### src/rtl/noload_regs.svh
// Functional notes
// RQ1: Total-active no-load when active and apparent both idle; active accumulation and pulses stop.
// RQ2: Fundamental no-load when fundamental active and reactive both idle; both accumulations and pulses stop.
// RQ3: Each no-load threshold is an unsigned sixteen-bit value from its own register.
// RQ4: Filter-enable bit zero of third config register low bypasses all high-pass filters.
// RQ5: Total-active no-load shows on status bit 0 and phase bits 2..0, else zero.
// RQ6: Fundamental no-load shows on status bit 1 and phase bits 5..3, else zero.
// RQ7: Apparent flag, status bit 2, sets whenever any phase enters or leaves apparent no-load.
// RQ8: Interrupt pin goes low while apparent flag set and mask bit 2 set.
// RQ9: The apparent phase bit of the phase entering or leaving no-load toggles.
// RQ10: Writing one to status bit 2 clears the apparent flag and releases interrupt.
// RQ11: A phase contributes to a pulse output only while its term-select bit is set.
// RQ12: With read-reset bit 6 set, energy registers clear to zero when read.
// RQ13: Host zeroes reactive and active thresholds and relies on apparent interrupt only.
// RQ14: Host reads phase bits, adjusts term select, clears flag, flushes energies on exit.
// RQ15: Each phase keeps its own timers, restarted whenever the monitored energy accumulates.
`ifndef NOLOAD_REGS_SVH
`define NOLOAD_REGS_SVH
`define ST_TOT_BIT 0
`define ST_FUND_BIT 1
`define ST_APP_BIT 2
`define PH_TOT_LSB 0
`define PH_FUND_LSB 3
`define PH_APP_LSB 6
`define HPF_ON_BIT 0
`define RD_CLR_BIT 6
`define MASK_APP_BIT 2
`define TERMSEL_STRIDE 3
`define ACC_TOT 0
`define ACC_FACT 1
`define ACC_FREACT 2
`define CNT_ZERO 16'h0000
`define CNT_ONE 16'h0001
`define CNT_MAX 16'hffff
`endif

### src/rtl/noload_pkg.sv
package noload_pkg;
   typedef enum logic [1:0] {
      TK_TOT = 2'b00,
      TK_APP = 2'b01,
      TK_FACT = 2'b10,
      TK_FREACT = 2'b11
   } tmr_kind_e;
   typedef struct packed {
      logic [15:0] cnt;
      logic idle;
   } idle_timer_s;
endpackage : noload_pkg

### src/rtl/idle_tmr_if.sv
`timescale 1ns/10ps
interface idle_tmr_if;
   logic tick;
   logic [15:0] thresh;
   logic idle;
   modport owner (output tick, output thresh, input idle);
   modport timer (input tick, input thresh, output idle);
endinterface : idle_tmr_if

### src/rtl/idle_timer.sv
`timescale 1ns/10ps
`include "noload_regs.svh"
module idle_timer (
   input wire logic sys_clk,
   input wire logic rst,
   input wire logic ce,
   idle_tmr_if.timer tif
);
   noload_pkg::idle_timer_s s_r;
   noload_pkg::idle_timer_s s_nxt;

   // A zero threshold never declares idle, so software can switch a detector off.
   always_comb begin
      s_nxt = s_r;
      if (tif.tick) begin
         s_nxt.cnt = `CNT_ZERO; // RQ15
         s_nxt.idle = 1'b0;
      end else begin
         if (s_r.cnt != `CNT_MAX) begin
            s_nxt.cnt = s_r.cnt + `CNT_ONE;
         end
         s_nxt.idle = (tif.thresh != `CNT_ZERO) && (s_r.cnt >= tif.thresh); // RQ3
      end
   end

   always_ff @(posedge sys_clk) begin
      if (rst) begin
         s_r <= '0;
      end else if (ce) begin
         s_r <= s_nxt;
      end
   end

   assign tif.idle = s_r.idle;
endmodule : idle_timer

### src/rtl/energy_noload_detect.sv
`timescale 1ns/10ps
`include "noload_regs.svh"
module energy_noload_detect #(
   parameter int ACC_W = 32
) (
   input wire logic sys_clk,
   input wire logic rst,
   input wire logic ce,
   input wire logic [2:0] active_tick,
   input wire logic [2:0] apparent_tick,
   input wire logic [2:0] fund_active_tick,
   input wire logic [2:0] fund_reactive_tick,
   input wire logic [15:0] active_noload_threshold,
   input wire logic [15:0] apparent_noload_threshold,
   input wire logic [15:0] reactive_noload_threshold,
   input wire logic [7:0] third_config_reg,
   input wire logic [7:0] line_cycle_mode_reg,
   input wire logic [7:0] first_interrupt_mask_reg,
   input wire logic [8:0] computation_mode_reg,
   input wire logic first_status_wr,
   input wire logic [7:0] first_status_wdata,
   input wire logic energy_rd,
   output logic [2:0] first_status_reg,
   output logic [8:0] idle_phase_reg,
   output logic irq_n,
   output logic [2:0] pulse_output,
   output logic highpass_filter_on,
   output logic [2:0][2:0][ACC_W-1:0] energy_acc
);
   typedef struct packed {
      logic [2:0][2:0][ACC_W-1:0] acc;
      logic [8:0] phase_bits;
      logic [2:0] flags;
      logic irq_n;
      logic [2:0] pulse;
      logic hpf_on;
   } core_s;

   core_s s_r;
   core_s s_nxt;
   logic [3:0][2:0] ticks;
   logic [2:0][3:0] idle;
   logic [2:0] tot_idle;
   logic [2:0] fund_idle;
   logic [2:0] app_idle;
   logic [2:0][2:0] blocked;
   logic [2:0] app_change;
   logic rd_clear;

   assign ticks = {fund_reactive_tick, fund_active_tick, apparent_tick, active_tick};

   // One timer per phase and energy kind; each restarts on its own accumulation.
   for (genvar p = 0; p < 3; p++) begin : g_phase
      for (genvar k = 0; k < 4; k++) begin : g_kind
         idle_tmr_if tif ();
         assign tif.tick = ticks[k][p]; // RQ15
         assign tif.thresh = (k == noload_pkg::TK_APP) ? apparent_noload_threshold :
                             (k == noload_pkg::TK_FREACT) ? reactive_noload_threshold :
                             active_noload_threshold; // RQ3
         idle_timer u_tmr (
            .sys_clk(sys_clk),
            .rst(rst),
            .ce(ce),
            .tif(tif.timer)
         );
         assign idle[p][k] = tif.idle;
      end
      assign tot_idle[p] = idle[p][noload_pkg::TK_TOT] && idle[p][noload_pkg::TK_APP]; // RQ1
      assign fund_idle[p] = idle[p][noload_pkg::TK_FACT] && idle[p][noload_pkg::TK_FREACT]; // RQ2
      assign app_idle[p] = idle[p][noload_pkg::TK_APP];
      assign blocked[`ACC_TOT][p] = tot_idle[p]; // RQ1
      assign blocked[`ACC_FACT][p] = fund_idle[p]; // RQ2
      assign blocked[`ACC_FREACT][p] = fund_idle[p]; // RQ2
   end

   assign app_change = app_idle ^ s_r.phase_bits[`PH_APP_LSB +: 3];
   assign rd_clear = energy_rd && line_cycle_mode_reg[`RD_CLR_BIT];

   always_comb begin
      logic [2:0][2:0] acc_tick;
      logic clr;
      acc_tick = {fund_reactive_tick, fund_active_tick, active_tick};
      clr = first_status_wr && first_status_wdata[`ST_APP_BIT];
      s_nxt = s_r;
      for (int k = 0; k < 3; k++) begin
         for (int p = 0; p < 3; p++) begin
            // A quantum that lands in the read-clear cycle is kept, not lost.
            s_nxt.acc[k][p] = (rd_clear ? '0 : s_r.acc[k][p]) + // RQ12
                              ACC_W'(acc_tick[k][p] && !blocked[k][p]);
         end
         s_nxt.pulse[k] = |(acc_tick[k] & ~blocked[k] &
                            computation_mode_reg[k*`TERMSEL_STRIDE +: 3]); // RQ11
      end
      s_nxt.phase_bits[`PH_TOT_LSB +: 3] = tot_idle; // RQ5
      s_nxt.phase_bits[`PH_FUND_LSB +: 3] = fund_idle; // RQ6
      s_nxt.phase_bits[`PH_APP_LSB +: 3] = app_idle; // RQ9
      s_nxt.flags[`ST_TOT_BIT] = |tot_idle; // RQ5
      s_nxt.flags[`ST_FUND_BIT] = |fund_idle; // RQ6
      s_nxt.flags[`ST_APP_BIT] = (|app_change) || (s_r.flags[`ST_APP_BIT] && !clr); // RQ7 RQ10
      s_nxt.irq_n = !(s_nxt.flags[`ST_APP_BIT] && first_interrupt_mask_reg[`MASK_APP_BIT]); // RQ8
      s_nxt.hpf_on = third_config_reg[`HPF_ON_BIT]; // RQ4
   end

   always_ff @(posedge sys_clk) begin
      if (rst) begin
         s_r <= '0;
         s_r.irq_n <= 1'b1;
      end else if (ce) begin
         s_r <= s_nxt;
      end
   end

   assign first_status_reg = s_r.flags;
   assign idle_phase_reg = s_r.phase_bits;
   assign irq_n = s_r.irq_n;
   assign pulse_output = s_r.pulse;
   assign highpass_filter_on = s_r.hpf_on;
   assign energy_acc = s_r.acc;
endmodule : energy_noload_detect

### config.mk
export PLATFORM = sky130hd
export DESIGN_NAME = energy_noload_detect
export DESIGN_NICKNAME = d
export VERILOG_FILES = /design/src/rtl/noload_pkg.sv /design/src/rtl/idle_tmr_if.sv /design/src/rtl/idle_timer.sv /design/src/rtl/energy_noload_detect.sv
export VERILOG_INCLUDE_DIRS = /design/src /design/src/rtl
export SDC_FILE = /design/constraint.sdc
export NUM_CORES = 1
export LEC_CHECK = 0
export BUFFER_PORTS_ARGS = -buffer_cell sky130_fd_sc_hd__buf_2
export CAP_MARGIN = 20
export CORE_MARGIN = 3
export CORE_UTILIZATION = 35
export DETAILED_ROUTE_END_ITERATION = 7
export HOLD_SLACK_MARGIN = 0.03
export REMOVE_ABC_BUFFERS = 1
export SYNTH_ARGS = -nofsm -noshare
export SYNTH_HDL_FRONTEND = slang
export SYNTH_SLANG_ARGS = --single-unit
### constraint.sdc
create_clock -name sys_clk -period 8.8 [get_ports sys_clk]
set_input_delay 0.44 -clock sys_clk [delete_from_list [all_inputs] [get_ports sys_clk]]
set_output_delay 0.44 -clock sys_clk [all_outputs]
set_load 0.05 [all_outputs]
==> flow_summary.toml, run 1 <==
[run_status]
status = "complete, no violations"

[layout]
nFillCells = 8505
fin_cells = 5163
final_nets = 4310
synthToLayoutAreaGrowth_pct = 17.0
largest_reg_flops = 288
drive_above_1_share = 0.154

[clock_network]
post-cts-setup-buffers = 0
ctsHtreeMaxLevel = 3
clock-root-buffer = "clkbuf_16"
cts.sinks = 509
clockBufferDepth = 3
cts_tree = "done"
clk_latency_ns = 0.59
path_clk_slew_ns = 0.06
ctsHoldBuffers = 0
cts_buffers = 66
cts.repair.resized = 0

[global_routing]
grt_antenna_before_repair = 8
grt_pass1_vias = 25500
grt_pass1_wl_um = 147000
grt_overflow_total = 0
grt_usage = 0.204
grt_max_degree = 189

[synth]
ys.flop_type = "dfxtp_1"
ys_warn_count = 0
synth_seq_cells = 509
ys_types = 84
netlist_top_cells_count = "dfxtp_1, nand2_1, nor2_1"
seq_area_frac_synth = 0.342
post-synth-top-count-cell = "dfxtp_1"
yosysTopAreaCell = "dfxtp_1"
synth_area_um2 = 29800
synth_area_leaders = "dfxtp_1, ha_1, nand2_1"
async_reset_ff_frac = 0
avgSynthCellArea_um2 = 8.14
synth_edf_count = 0
synth_top_cell_area_share = 0.342
syn_inst = 3661

[sta]
fin_hold_ws_ns = 0.0925
skew_ns = 0.0185
finalSetupTns_ns = 0
finalSetupViolCount = 0
slew_viol_final = 0
rsz0062_at_grt = "false"
finalHoldViolCount = 0
fin_ws_ns = 5.22
worst_pin_slew_ns = 1.09
layout_worst_path_cycle_share = 0.407
fin_crit_ns = 3.58
relSlewSlack = 0.267
fmaxAchievable_mhz = 279

[floorplan]
io_pins = 411
rows = 106
die_y_um = 298
die_area_um2 = 88700
core-area_um2 = 84000
dieWidth_um = 298
initial_core_util = 0.355

[pwr]
leakagePower_nw = 14.0
power.density_nw_per_um2 = 153
irDropWorstVdd_mv = 0.114
totalPowerFinal_w = 0.00534

[placement]
place_ws_ns = 4.59
port_buffers = 382
place_congestion = 0.830
dp_cells = 5046
dp_hpwl_um = 66700

[detailed_routing]
num_vias = 28300
dr.pass1.iters = 5
avgRoutedWirePerCell_um = 18.4
viasPerCell = 5.49
drc = 0
detail-route-antenna-nets = 0
routed_wl_um = 94800
dr.first_iter.drc_count = 1766

[setup_path]
crit_chain = "buf_2 -> buf_4 -> nand2_4 -> buf_4 -> and2_1 -> ha_1 -> ha_1 -> nand3_1 -> or3_1 -> nor3_2 -> nand4_1 -> mux2_2"
worstPathRequired_ns = 9.28
crit_path_end_kind = "register"
critPathKind = "input pin to register"
cp_top_family = "simple AND/OR/NAND/NOR gates"
slowest_stage = "nor3_2"
crit_arrival_ns = 4.06
cp-start-kind = "input pin"
max_stage_delay_ns = 0.66
cp_max_fo = 53
path_buf_inv = 3

[worst_hold_path]
hold_class = "input pin to register"

[run]
maxCapViolCount = 0
cells by family (layout without fill, tap and decap cells):
group	after synthesis	count (layout)	share of synthesized area
AO/OA/AOI/OAI	770	770	0.168
XOR/XNOR	209	209	0.0614
adder cells (fa/ha/maj)	222	222	0.0932
buffers and inverters	265	631	0.0356
flip-flops	509	509	0.342
multiplexers	45	45	0.0160
other	0	2	0
AND/OR/NAND/NOR	1641	1641	0.284
metrics by stage:
| step | area [um2] | util |
|---|---|---|
| 6_report | 34900 | 0.415 |
| 5_1_grt | 34900 | 0.415 |
| 4_1_cts | 34900 | 0.415 |
| 3_5_place_dp | 32700 | 0.390 |
| 3_3_place_gp | 32700 | 0.390 |
| 2_1_floorplan | 29200 | - |
final timing paths:
path	startpoint	end	slack, ns	cells past startpoint
hold / removal	third_config_reg[0]	highpass_filter_on$_SDFFE_PP0P_	0.09	3
setup reg to reg	g_phase[2].g_kind[3].u_tmr.tif.idle$_SDFFE_PP0P_	energy_acc[189]$_SDFFE_PP0P_	5.62	8
setup / recovery	energy_rd	energy_acc[26]$_SDFFE_PP0P_	5.22	12
hold reg to reg	idle_phase_reg[2]$_SDFFE_PP0P_	idle_phase_reg[2]$_SDFFE_PP0P_	0.46	2
where the power goes:
group	leakage [nW]	switching, W	internal [W]
registers	4.10	0.0000140	0.00232
clock network	1.05	0.00108	0.00159
logic	8.88	0.000247	0.0000930
total	14.0	0.00134	0.00400
worst min-delay path: stages:
cell	delay, ns
buf_2	0.07
mux2i_1	0.06
nor2_1	0.07
layout by cell type, fill, tap and decap left out, types with 87 or more instances in the layout:
cell type	Yosys	routed
dfxtp_1	509	509
nand2_1	390	388
buf_2	21	380
nor2_1	356	354
a21oi_1	262	262
ha_1	222	222
nand3_1	172	172
nand4_1	164	164
xor2_1	111	111
o21ai_0	111	111
inv_1	110	110
a21o_1	99	99
xnor2_1	98	98
and3_1	93	93
nor3_1	87	87
per-layer routing:
layer / vias to the layer above / global-route usage / share of wire
li1: 14100 / - / -
met1: 13400 / 0.275 / 0.46
met2: 717 / 0.322 / 0.44
met3: 168 / 0.0428 / 0.062
met4: 8 / 0.0706 / 0.034
met5: - / 0 / 0.00061
final cells by class:
type                       instances  area, um2  share of cell area
clock inverter                    17        188             0.00538
timing repair buffer             406       2130              0.0610
antenna                            2       5.00            0.000144
tap                             1134       1420              0.0407
sequential                       509      10200               0.292
clock buffer                      96       1930              0.0555
inverter                         112        420              0.0121
multi-input combinational       2887      18600               0.533
Note: power is estimated with default switching activity, not from simulation.
==> run 2, diff against run 1 <==
==> constraint.sdc (replaced) <==
create_clock -name sys_clk -period 3.7 [get_ports sys_clk]
set_input_delay 0.185 -clock sys_clk [delete_from_list [all_inputs] [get_ports sys_clk]]
set_output_delay 0.185 -clock sys_clk [all_outputs]
set_load 0.05 [all_outputs]
==> run 2 against run 1 <==
Net effect: hold slack got worse by 0.035 ns; routed wire length increased by 0.79%; combinational power increased by 150%; clock power increased by 140%; clock-buffer cell count unchanged; sequential power increased by 140%; sequential share of layout area decreased by 0.28 points; largest power group unchanged; largest cell class unchanged.
==> flow_summary.toml, run 2 (same netlist as run 1, synthesis figures left out) <==
[pwr]
power.density_nw_per_um2 = 361
leakagePower_nw = 14.2
irDropWorstVdd_mv = 0.266

[run]
maxCapViolCount = 0

[sta]
slew_viol_final = 0
fin_ws_ns = 0.776
fmaxAchievable_mhz = 342
fin_crit_ns = 2.92
relSlewSlack = 0.268
rsz0062_at_grt = "false"
skew_ns = 0.0247
finalSetupViolCount = 0
worst_pin_slew_ns = 1.09
layout_worst_path_cycle_share = 0.790
finalHoldViolCount = 0

[setup_path]
cp-startpoint = "g_phase[0].g_kind[3].u_tmr.tif.idle$_SDFFE_PP0P_"
crit_arrival_ns = 3.45
crit_path_end_kind = "register"
critPathKind = "register to register"
slowest_stage = "or4_1"
crit_path_frequent_cell = "ha_1"
worstPathRequired_ns = 4.22
worst-r2r-setup-slack_ns = 0.78
path_buf_inv = 0
reg2reg_depth = 9
crit_chain = "nand2_1 -> and2_1 -> ha_1 -> ha_1 -> and2_0 -> nand4_2 -> or4_1 -> or3_1 -> a21oi_1"
cp_max_fo = 9
max_stage_delay_ns = 0.61
cp-start-kind = "register"
r2r_start = "g_phase[0].g_kind[3].u_tmr.tif.idle$_SDFFE_PP0P_"
cp_top_family = "simple AND/OR/NAND/NOR gates"
path_depth = 9

[floorplan]
die_y_um = 298
initial_core_util = 0.355
dieWidth_um = 298
rows = 106
io_pins = 411
core-area_um2 = 84000
die_area_um2 = 88700

[global_routing]
grt_pass1_wl_um = 150000
grt_antenna_before_repair = 8
grt_pass1_vias = 26300
grt_usage = 0.208
grt_overflow_total = 0
grt_max_degree = 171

[layout]
final_nets = 4349
layout_common_cells = "dfxtp_1, nand2_1, buf_2"
synthToLayoutAreaGrowth_pct = 18.1
fin_cells = 5198
largest_reg_flops = 288
final_common_cell = "dfxtp_1"
drive_above_1_share = 0.158
nFillCells = 8534
post-route-util = 0.419

[worst_hold_path]
hold_class = "input pin to register"
hold-path-cell-count = 3
min_from = "fund_reactive_tick[2]"

[clock_network]
path_clk_slew_ns = 0.06
post-cts-setup-buffers = 0
clock-root-buffer = "clkbuf_16"
clk_latency_ns = 0.61
cts.sinks = 509
cts_tree = "done"
clockBufferDepth = 3
cts_buffers = 66
ctsHtreeMaxLevel = 3

[run_status]
status = "complete, no violations"

[detailed_routing]
avgRoutedWirePerCell_um = 18.4
viasPerCell = 5.48
drc = 0
dr.first_iter.drc_count = 1738
num_vias = 28500
routed_wl_um = 95600
detail-route-antenna-nets = 0
dr.pass1.iters = 5

[placement]
place_ws_ns = 0.738
dp_cells = 5070
place_congestion = 0.831
dp_hpwl_um = 68200
port_buffers = 382
## run 2: changes by cell type in the layout (fill, tap and decap cells not counted)
cell / previous run / this run
buf_12: 2 / 4
buf_4: 20 / 42
dlygate4sd3_1: 0 / 16
clkinv_4: 1 / 0
diode_2: 2 / 1
buf_2: 380 / 381
clkbuf_2: 2 / 0
clkinv_2: 7 / 5
## run 2: what timing repair did
item / in CTS / in global routing
hold endpoints to repair: 32 / 0
hold buffers: 16 / 0
resized for setup: 0 / 0
## run 2: where the power goes
part	total [W]	internal (W)	switching, W
Sequential	0.00555	0.00551	0.0000341
Clock	0.00633	0.00376	0.00257
Combinational	0.000843	0.000247	0.000596
Total	0.0127	0.00952	0.00320
## run 2: cell type report
class,instances,area [um2],area share
multi-input combinational,2887,18600,0.528
sequential,509,10200,0.289
timing repair buffer,445,2490,0.0707
clock buffer,96,1930,0.0549
tap,1134,1420,0.0403
inverter,112,420,0.0119
clock inverter,14,169,0.00480
antenna,1,2.50,0.0000711
## run 2: final timing paths
check / endpoint
worst min register to register: idle_phase_reg[2]$_SDFFE_PP0P_
worst min-delay path: g_phase[2].g_kind[3].u_tmr.s_r[2]$_SDFFE_PP0P_
worst max-delay path: energy_acc[222]$_SDFFE_PP0P_
worst max register to register: energy_acc[222]$_SDFFE_PP0P_
## run 2: metal layers
| metal | global-route usage | up-vias | routed length, um | part of all wire |
|---|---|---|---|---|
| li1 | - | 14100 | - | - |
| met1 | 0.281 | 13400 | 43800 | 0.46 |
| met2 | 0.331 | 785 | 42200 | 0.44 |
| met3 | 0.0430 | 159 | 6600 | 0.069 |
| met4 | 0.0658 | 8 | 2890 | 0.030 |
| met5 | 0 | - | 49 | 0.00051 |
## run 2: per-stage QoR
stage          total power [W]  TNS, ns  cell area, um2  hold slack, ns
2_1_floorplan          0.00607  -209.96           29200           0.254
5_1_grt                 0.0132        0           35200          0.0566
3_3_place_gp           0.00649        0           32900           0.425
6_report                0.0127        0           35200          0.0577
4_1_cts                 0.0129        0           35200          0.0421
3_5_place_dp           0.00650        0           32900           0.432
## run 2: tightest hold or removal path, cell delays in order
cell	delay, ns
buf_2	0.21
or3b_2	0.16
a21oi_1	0.05
